[src/design/wei_pkg.sv]
package wei_pkg;
  localparam logic [7:0] WEI_PWR_CTRL_OFS = 8'h84;
  localparam logic [7:0] WEI_HARDWARE_CONFIG_REG_OFS = 8'h74;
  localparam int WEI_MODE_LSB = 12;
  localparam int WEI_LINK_EN_BIT = 9;
  localparam int WEI_ENERGY_EN_BIT = 8;
  localparam int WEI_DRIVE_BIT = 6;
  localparam int WEI_CAUSE_LSB = 4;
  localparam int WEI_PULSE_BIT = 3;
  localparam int WEI_POL_BIT = 2;
  localparam int WEI_PIN_EN_BIT = 1;
  localparam int WEI_READY_BIT = 0;
  localparam logic [1:0] WEI_CAUSE_NONE = 2'h0;
  localparam logic [1:0] WEI_CAUSE_ENERGY = 2'h1;
  localparam logic [1:0] WEI_CAUSE_FRAME = 2'h2;
  localparam logic [1:0] WEI_CAUSE_MULTI = 2'h3;
  localparam logic [1:0] WEI_FULL_POWER_STATE = 2'h0;
  localparam logic [1:0] WEI_FRAME_WAKE_STATE = 2'h1;
  localparam logic [1:0] WEI_ENERGY_WAKE_STATE = 2'h2;
  localparam logic [1:0] WEI_STATE_RSVD = 2'h3;
  localparam int WEI_PULSE_MS = 50;
  localparam int WEI_CLK_KHZ = 250000;
  localparam int WEI_PULSE_CYCLES = WEI_PULSE_MS * WEI_CLK_KHZ;
  localparam int WEI_POLL_GAP_CYCLES = 16;
  typedef enum logic [1:0] {
    WEI_H_IDLE = 2'b00,
    WEI_H_READ = 2'b01
  } wei_host_st_t;
endpackage

[src/design/wei_bus_if.sv]
`timescale 1ns/1ps
interface wei_bus_if;
  logic [7:0] addr;
  logic wr;
  logic rd;
  logic [31:0] wdata;
  logic [31:0] rdata;
  logic rvalid;
  logic pme_out;
  logic pme_oe;
  logic pme_wire;

  // Board pull-up keeps the wired-or line high when nobody drives it
  assign pme_wire = pme_oe ? pme_out : 1'b1;

  modport dev (
    input addr, wr, rd, wdata,
    output rdata, rvalid, pme_out, pme_oe
  );
  modport host (
    output addr, wr, rd, wdata,
    input rdata, rvalid, pme_wire
  );
endinterface

[src/design/wei_device.sv]
`timescale 1ns/1ps
module wei_device
  import wei_pkg::*;
#(
  parameter int PULSE_CYCLES = WEI_PULSE_CYCLES
) (
  input wire logic sys_clk_i,
  input wire logic rst_i,
  wei_bus_if.dev bus,
  input wire logic link_wake_event_i,
  input wire logic energy_event_i,
  input wire logic link_src_pending_i,
  input wire logic energy_src_pending_i,
  input wire logic stable_i,
  output logic power_event_interrupt_o,
  output logic [1:0] power_state_select_o
);

  typedef struct packed {
    logic [2:0] stab_sync;
    logic stab;
    logic [1:0] power_state_select;
    logic link_wake_enable;
    logic energy_wake_enable;
    logic wake_pin_drive_type;
    logic [1:0] wake_cause;
    logic wake_pulse_select;
    logic wake_pin_polarity;
    logic wake_pin_enable;
    logic ready;
    logic [31:0] pulse_cnt;
    logic [31:0] rdata;
    logic rvalid;
    logic pme_out;
    logic pme_oe;
  } wei_dev_state_t;

  wei_dev_state_t cur;
  wei_dev_state_t next_cur;

  function automatic logic [31:0] wei_pack(input wei_dev_state_t s);
    logic [31:0] v;
    v = 32'h0;
    v[WEI_MODE_LSB +: 2] = s.power_state_select;
    v[WEI_LINK_EN_BIT] = s.link_wake_enable;
    v[WEI_ENERGY_EN_BIT] = s.energy_wake_enable;
    v[WEI_DRIVE_BIT] = s.wake_pin_drive_type;
    v[WEI_CAUSE_LSB +: 2] = s.wake_cause;
    v[WEI_PULSE_BIT] = s.wake_pulse_select;
    v[WEI_POL_BIT] = s.wake_pin_polarity;
    v[WEI_PIN_EN_BIT] = s.wake_pin_enable;
    v[WEI_READY_BIT] = s.ready;
    return v;
  endfunction

  // Full power is the only state in which cause clears are taken
  function automatic logic wei_is_full(input logic [1:0] mode);
    return mode == WEI_FULL_POWER_STATE;
  endfunction

  // Map the sources that fired this cycle onto the cause code
  function automatic logic [1:0] wei_cause_code(input logic link,
      input logic energy);
    logic [1:0] c;
    case ({link, energy})
      2'b01: c = WEI_CAUSE_ENERGY;
      2'b10: c = WEI_CAUSE_FRAME;
      2'b11: c = WEI_CAUSE_MULTI;
      default: c = WEI_CAUSE_NONE;
    endcase
    return c;
  endfunction

  // Open drain only pulls low, so polarity means nothing there
  function automatic logic [1:0] wei_pin_drive(input logic active,
      input logic pol, input logic push_pull);
    logic [1:0] d;
    if (push_pull) begin
      d = {pol ? active : !active, 1'b1};
    end else begin
      d = {1'b0, active};
    end
    return d;
  endfunction

  // Decode of this cycle's bus request and wake events
  logic sel;
  logic wr_hit;
  logic rd_hit;
  logic full_power;
  logic clr_ok;
  logic link_hit;
  logic energy_hit;
  logic any_hit;
  logic [1:0] set_bits;
  logic [1:0] clr_bits;
  logic [1:0] new_mode;
  logic src_live;
  logic pin_active;
  logic [1:0] pin_drive;

  always_comb begin
    next_cur = cur;
    // Only the power control offset is decoded; others read back zero
    sel = bus.addr == WEI_PWR_CTRL_OFS;
    wr_hit = bus.wr && sel;
    rd_hit = bus.rd && sel;
    full_power = wei_is_full(cur.power_state_select);
    new_mode = bus.wdata[WEI_MODE_LSB +: 2];
    link_hit = link_wake_event_i && cur.link_wake_enable;
    energy_hit = energy_event_i && cur.energy_wake_enable;
    any_hit = link_hit || energy_hit;
    set_bits = wei_cause_code(link_hit, energy_hit);
    // Clears are refused until the device is ready in full power
    clr_ok = wr_hit && cur.ready && full_power;
    clr_bits = 2'h0;
    // A source still pending keeps its cause bit from clearing
    if (clr_ok) begin
      clr_bits = bus.wdata[WEI_CAUSE_LSB +: 2] &
        ~{link_src_pending_i, energy_src_pending_i};
    end
    // Set wins over clear in the same cycle
    next_cur.wake_cause = (cur.wake_cause & ~clr_bits) | set_bits;

    // Stable is asynchronous to us: three flops, two must agree
    next_cur.stab_sync = {cur.stab_sync[1:0], stable_i};
    if (cur.stab_sync[1] == cur.stab_sync[2]) begin
      next_cur.stab = cur.stab_sync[2];
    end

    if (wr_hit) begin
      next_cur.link_wake_enable = bus.wdata[WEI_LINK_EN_BIT];
      next_cur.energy_wake_enable = bus.wdata[WEI_ENERGY_EN_BIT];
      next_cur.wake_pin_drive_type = bus.wdata[WEI_DRIVE_BIT];
      next_cur.wake_pulse_select = bus.wdata[WEI_PULSE_BIT];
      next_cur.wake_pin_polarity = bus.wdata[WEI_POL_BIT];
      next_cur.wake_pin_enable = bus.wdata[WEI_PIN_EN_BIT];
      // Reserved code is refused and the state left as it was
      if (new_mode != WEI_STATE_RSVD) begin
        next_cur.power_state_select = new_mode;
      end
    end
    // A wake event returns the device to full power by itself
    if (any_hit && !full_power) begin
      next_cur.power_state_select = WEI_FULL_POWER_STATE;
    end
    // Ready follows the state one edge later, so a sleep write drops it
    next_cur.ready = cur.stab && full_power;

    // Every enabled wake event restarts the pulse, so back-to-back events stretch it
    if (any_hit) begin
      next_cur.pulse_cnt = 32'(PULSE_CYCLES);
    end else if (cur.pulse_cnt != 32'h0) begin
      next_cur.pulse_cnt = cur.pulse_cnt - 32'h1;
    end

    // Power control stays readable in every state
    next_cur.rvalid = bus.rd;
    next_cur.rdata = 32'h0;
    if (rd_hit) begin
      next_cur.rdata = wei_pack(cur);
    end

    src_live = |(cur.wake_cause &
      {cur.link_wake_enable, cur.energy_wake_enable});
    pin_active = cur.wake_pin_enable && src_live &&
      (cur.wake_pulse_select ? cur.pulse_cnt != 32'h0 : 1'b1);
    pin_drive = wei_pin_drive(pin_active, cur.wake_pin_polarity,
      cur.wake_pin_drive_type);
    next_cur.pme_out = pin_drive[1];
    next_cur.pme_oe = pin_drive[0];
  end

  always_ff @(posedge sys_clk_i or posedge rst_i) begin
    if (rst_i) begin
      cur <= '0;
    end else begin
      cur <= next_cur;
    end
  end

  assign bus.rdata = cur.rdata;
  assign bus.rvalid = cur.rvalid;
  assign bus.pme_out = cur.pme_out;
  assign bus.pme_oe = cur.pme_oe;
  assign power_event_interrupt_o = |cur.wake_cause;
  assign power_state_select_o = cur.power_state_select;

endmodule

[src/flat_wrapper.sv]
// flat-port wrapper written by rule: the top's interface ports become plain ports
module wei_device_flat import wei_pkg::*;
#(
  parameter int PULSE_CYCLES = WEI_PULSE_CYCLES
)
  (sys_clk_i, rst_i, link_wake_event_i, energy_event_i, link_src_pending_i, energy_src_pending_i, stable_i, power_event_interrupt_o, power_state_select_o, bus_addr, bus_wr, bus_rd, bus_wdata, bus_rdata, bus_rvalid, bus_pme_out, bus_pme_oe);
  wei_bus_if bus_i ();
  input wire logic sys_clk_i;
  input wire logic rst_i;
  input wire logic link_wake_event_i;
  input wire logic energy_event_i;
  input wire logic link_src_pending_i;
  input wire logic energy_src_pending_i;
  input wire logic stable_i;
  output logic power_event_interrupt_o;
  output logic [1:0] power_state_select_o;
  input wire logic [$bits(bus_i.addr)-1:0] bus_addr;
  input wire logic [$bits(bus_i.wr)-1:0] bus_wr;
  input wire logic [$bits(bus_i.rd)-1:0] bus_rd;
  input wire logic [$bits(bus_i.wdata)-1:0] bus_wdata;
  output wire logic [$bits(bus_i.rdata)-1:0] bus_rdata;
  output wire logic [$bits(bus_i.rvalid)-1:0] bus_rvalid;
  output wire logic [$bits(bus_i.pme_out)-1:0] bus_pme_out;
  output wire logic [$bits(bus_i.pme_oe)-1:0] bus_pme_oe;
  assign bus_i.addr = bus_addr;
  assign bus_i.wr = bus_wr;
  assign bus_i.rd = bus_rd;
  assign bus_i.wdata = bus_wdata;
  assign bus_rdata = bus_i.rdata;
  assign bus_rvalid = bus_i.rvalid;
  assign bus_pme_out = bus_i.pme_out;
  assign bus_pme_oe = bus_i.pme_oe;
  wei_device #(.PULSE_CYCLES(PULSE_CYCLES)) u_core (.sys_clk_i(sys_clk_i), .rst_i(rst_i), .bus(bus_i), .link_wake_event_i(link_wake_event_i), .energy_event_i(energy_event_i), .link_src_pending_i(link_src_pending_i), .energy_src_pending_i(energy_src_pending_i), .stable_i(stable_i), .power_event_interrupt_o(power_event_interrupt_o), .power_state_select_o(power_state_select_o));
endmodule
[config.mk]
export PLATFORM = sky130hd
export DESIGN_NAME = wei_device_flat
export DESIGN_NICKNAME = d
export VERILOG_FILES = /design/src/design/wei_pkg.sv /design/src/design/wei_bus_if.sv /design/src/design/wei_device.sv /design/src/flat_wrapper.sv
export SDC_FILE = /design/constraint.sdc
export NUM_CORES = 1
export LEC_CHECK = 0
export BUFFER_PORTS_ARGS = -buffer_cell sky130_fd_sc_hd__buf_2
export CAP_MARGIN = 20
export CORE_UTILIZATION = 40
export DETAILED_ROUTE_END_ITERATION = 10
export PLACE_DENSITY = 0.74
export SYNTH_ARGS = -nofsm -noshare
export SYNTH_HDL_FRONTEND = slang
export SYNTH_SLANG_ARGS = --single-unit
[constraint.sdc]
create_clock -name sys_clk_i -period 6.2 [get_ports sys_clk_i]
set_input_delay 0.31 -clock sys_clk_i [delete_from_list [all_inputs] [get_ports sys_clk_i]]
set_output_delay 0.31 -clock sys_clk_i [all_outputs]
set_load 0.01 [all_outputs]
# Word-level counts from Yosys, hierarchy flattened
# Cells that the tools add are included.
# word_totals
register_bits,64
inputBits,49
out_inout_bits,38
# op_classes
add_sub_neg,1
eq_ne,6
mux,11
bitwise_logic,6
n_reduce_logical,21
# op_table
op,count
2-to-1 mux 32 bit,2
nonzero test 32 bit,1
subtractor 32 x 1 -> 32 bit (second input constant),1
2-to-1 mux 14 bit,1
logical AND 1 bit,10
equality test 8 bit (second input constant),1
2-to-1 mux 2 bit,4
bitwise AND 2 bit,3
one-hot mux 2 bit (3 select lines),1
nonzero test 2 bit,3
2-to-1 mux 5 bit,1
equality test 2 bit (second input constant),2
NOT 2 bit,2
OR reduction 2 bit,2
equality test 2 x 1 -> 1 bit (second input constant),1
logical NOT 1 bit,2
logical NOT 2 bit,1
2-to-1 mux 1 bit,2
inequality test 2 bit (second input constant),1
bitwise OR 2 bit,1
AND reduction 2 bit,1
equality test 1 bit,1
logical OR 1 bit,1

# Depth between registers and ports, before layout
# logic_depth
word_depth,8
depth_mapped,8

# Worst setup path before layout
# No wires, ideal clock.
# synth_path
path_kind,reg-to-reg
from,register u_core.cur[35] in the netlist's numbering
to,register u_core.cur[53] in the netlist's numbering
setup_ps,141
arrival_time_ps,2439
required_time_ps,6059
path_slack_ps,3620
path_stages_with_launch,9
n_path_buf,1
period_less_slack_ps,2580
cell_sequence,dfrtp_1 > inv_1 > ha_1 > or4b_2 > nand4b_1 > o31ai_1 > buf_2 > or3_1 > nand3_1
# synth_between
elab_chain_len,3
word_cells_on_any_way,5
classes_between,add/sub: 1; mux: 2; reduce/logical: 2
# synth_rtl
element,line,text
from (decl),wei_device.sv:38,wei_dev_state_t cur;
from (signal assigned),wei_device.sv:178,cur <= next_cur;
subtractor 32 x 1 -> 32 bit,wei_device.sv:154,next_cur.pulse_cnt = cur.pulse_cnt - 32'h1;
2-to-1 mux 32 bit,wei_device.sv:153,end else if (cur.pulse_cnt != 32'h0) begin
2-to-1 mux 32 bit,wei_device.sv:151,if (any_hit) begin
# Several ways; a longest one is shown, not always the timed one. The select of a mux whose other input is x is not followed.
# A chain may end at the register's enable or synchronous reset.

# Worst setup path in the final report
# Ends and elaborated chain as after synthesis.

==> run_results.csv <==
group,metric,value,unit
status,outcome,"finished clean",
floorplanning,die_w,89.0,microns
floorplanning,coreArea,7290,sq um
worst_setup_path,reg2reg_slack,2.97,ns
synth,synthFlopType,"dfrtp_1",
route,drt-vias-per-instance,5.21,
floorplanning,die_y,89.0,microns
cells_and_area,syn_to_final_growth,11.5,%
worst_setup_path,crit_slowest_cell,"o31ai_1",
clock_tree,postCtsSetupBuffers,0,
synth,synth_top_area_frac,0.505,
synth,synth_common_cells,"dfrtp_1 (61), buf_4 (34), nor2_1 (18)",
worst_setup_path,cpPeakStageDelay,0.78,ns
clock_tree,cts_root_buf,"clkbuf_8",
synth,async_flop_share,1.00,
clock_tree,clk_latency,0.34,ns
placed_design,placed_cells,412,
sta,skew,0.0117,ns
placed_design,pre_cts_slack,2.96,ns
worst_setup_path,cp.arrival,3.39,ns
synth,synth_edf_count,0,
min_path,hp-start,"stable_i",
min_path,hold_end,"u_core.cur[79]",
global_route,grt_antenna_before_repair,0,
worst_setup_path,path_cells,"inv_1 -> ha_1 -> or4b_2 -> nand4b_1 -> o31ai_1 -> buf_4 -> or3_1 -> nand3_1",
cells_and_area,antenna_cells,0,
sta,fin_tns_setup,0,ns
worst_setup_path,cp-start-kind,"register",
power,power_frac_clock,0.348,
worst_setup_path,required,6.36,ns
global_route,grt_max_degree,62,
synth,avgSynthCellArea,10.3,sq um
synth,postSynthCellCount,293,
sta,period_minus_slack,3.23,ns
floorplanning,die_area,7910,sq um
sta,max_freq,309,MHz
synth,yosysWarnings,0,
global_route,grt-ovfl-total,0,
floorplanning,ios,87,
worst_setup_path,cp_max_fo,9,
power,switching_power,0.331,mW
global_route,grt_pass1_wl,9470,microns
global_route,track_usage,0.159,
route,vias,2232,
clock_tree,cts_buffer_depth,2,
sta,drv_slew,0,
floorplanning,row_count,31,
power,sequentialPowerShare,0.482,
sta,worst-slew-pin-transition,1.17,ns
clock_tree,h-tree-depth,3,
worst_setup_path,cp-end-kind,"register",
route,postRouteAntennaNets,0,
sta,setup_ws,2.97,ns
route,wl_per_cell,13.2,microns
synth,synth_area_leaders,"dfrtp_1 (50%), buf_4 (8.4%), or3_1 (3.3%)",
power,ir_drop,0.153,mV
power,switching_share,0.292,
sta,hold_viol_final,0,
placed_design,port_buffers,43,
cells_and_area,final_net_count,374,
synth,synth.most_common_cell,"dfrtp_1",
worst_setup_path,worstPathBufferInverterCount,2,
synth,yosysSeqAreaShare,0.505,
clock_tree,clk_pin_slew,0.07,ns
sta,rsz0062_at_grt,"false",
synth,synthDistinctLibCells,44,
clock_tree,cts.sinks,61,
placed_design,hpwl,3900,microns
power,internal_power,0.803,mW
worst_setup_path,r2r_start,"u_core.cur[35]",
sta,setup_viol,0,
clock_tree,cts_buffers,9,
worst_setup_path,cp_top_family,"simple AND/OR/NAND/NOR gates",
global_route,grt_pass1_vias,2162,
run,drv_cap,0,
worst_setup_path,regToRegEndpoint,"u_core.cur[53]",
synth,yosys.area.top_type,"dfrtp_1",
power,power.density,336,nW/um^2
worst_setup_path,reg2regPathDepth,8,
sta,period_share,0.521,
cells_and_area,layout-drive-gt1-share,0.225,
route,wirelength,5630,microns
synth,synth_area,3020,sq um
route,first_pass_iters,5,
power,comb_power_share,0.170,
synth,synth_seq_cells,61,
route,drc,0,
worst_setup_path,path_class,"reg2reg",
floorplanning,initial_core_util,0.415,
clock_tree,cts_tree,"built",
power,p_leak,1.48,nW
clock_tree,cts_resized,0,
cells_and_area,fin_cells,428,
min_path,hold_depth,1,
min_path,hp-class,"in2reg",
placed_design,gp_congestion,0.774,
clock_tree,cts_hold_buf,0,
route,drt_iter0_markers,116,
sta,slew_headroom,0.223,
[flip-flops by register name, summed over array words and instances (netlist names)]
| register | cells |
|---|---|
| u_core.cur | 45 |
| u_core.bus.rdata | 11 |
| u_core.bus.pme_oe | 1 |
| u_core.bus.pme_out | 1 |
| u_core.bus.rvalid | 1 |
| u_core.power_state_select_o | 2 |
[power by group through the flow]
stage,sequential (mW),clock (mW),combinational (mW)
CTS,0.545,0.409,0.194
global route,0.560,0.422,0.221
floorplan,0.533,0,0.162
finish,0.547,0.395,0.193
detailed placement,0.552,0,0.192
global placement,0.549,0,0.184
[metal layers]
metal	routed length, microns	share of wire	vias up	track usage
met2	2850	0.51	45	0.275
li1	-	-	1071	-
met3	190	0.034	6	0.0434
met1	2490	0.44	1110	0.181
met5	0	0	-	0
met4	104	0.018	0	0.0851
[logic make-up (layout without fill, tap and decap cells)]
kind of cell	count (synthesis)	after routing	share of synthesized area
flip-flops	61	61	0.505
AND/OR/NAND/NOR	105	105	0.206
buffers and inverters	49	65	0.106
adder cells (fa/ha/maj)	2	2	0.00745
AO/OA/AOI/OAI	60	60	0.126
other	1	21	0.00124
XOR/XNOR	9	9	0.0261
multiplexers	6	6	0.0223
[worst max path at each step]
stage,end,cells past startpoint,start
floorplan,u_core.cur[53],8,u_core.cur[35]
global placement,u_core.cur[55],8,u_core.cur[35]
detailed placement,u_core.cur[53],8,u_core.cur[35]
CTS,u_core.cur[53],8,u_core.cur[35]
global route,u_core.cur[55],8,u_core.cur[35]
finish,u_core.cur[53],8,u_core.cur[35]
[final cells by class]
type / instances / area (sq um)
clock inverter: 5 / 82.6
sequential: 61 / 1530
fill: 736 / 3920
inverter: 4 / 15.0
clock buffer: 11 / 141
tap: 99 / 124
multi-input combinational: 203 / 1250
timing repair buffer: 45 / 230
[metrics by stage]
stage | hold slack (ns) | utilization | cell area, sq um | power, mW
after detailed placement | 0.343 | 0.432 | 3150 | 0.744
after CTS | 0.0517 | 0.462 | 3370 | 1.15
final | 0.0758 | 0.462 | 3370 | 1.13
after global placement | 0.342 | 0.432 | 3150 | 0.733
after global routing | 0.0650 | 0.462 | 3370 | 1.20
after floorplan | 0.331 | - | 3100 | 0.696
[cell usage in the layout, fill, tap and decap left out, types with 4 or more instances in the layout]
| master | netlist | final |
|---|---|---|
| dfrtp_1 | 61 | 61 |
| buf_2 | 2 | 43 |
| conb_1 | 1 | 21 |
| nor2_1 | 18 | 18 |
| o21ai_0 | 17 | 17 |
| or3_1 | 16 | 16 |
| a21oi_1 | 16 | 16 |
| nand3_1 | 13 | 13 |
| and2_1 | 13 | 13 |
| or4_1 | 12 | 12 |
| o31ai_1 | 11 | 11 |
| clkbuf_8 | 0 | 10 |
| xor2_1 | 7 | 7 |
| nor3_1 | 6 | 6 |
| mux2_2 | 6 | 6 |
| nand2_1 | 5 | 5 |
| and3_1 | 5 | 5 |
| a22o_1 | 4 | 4 |
Note: power is estimated with default switching activity, not from simulation.
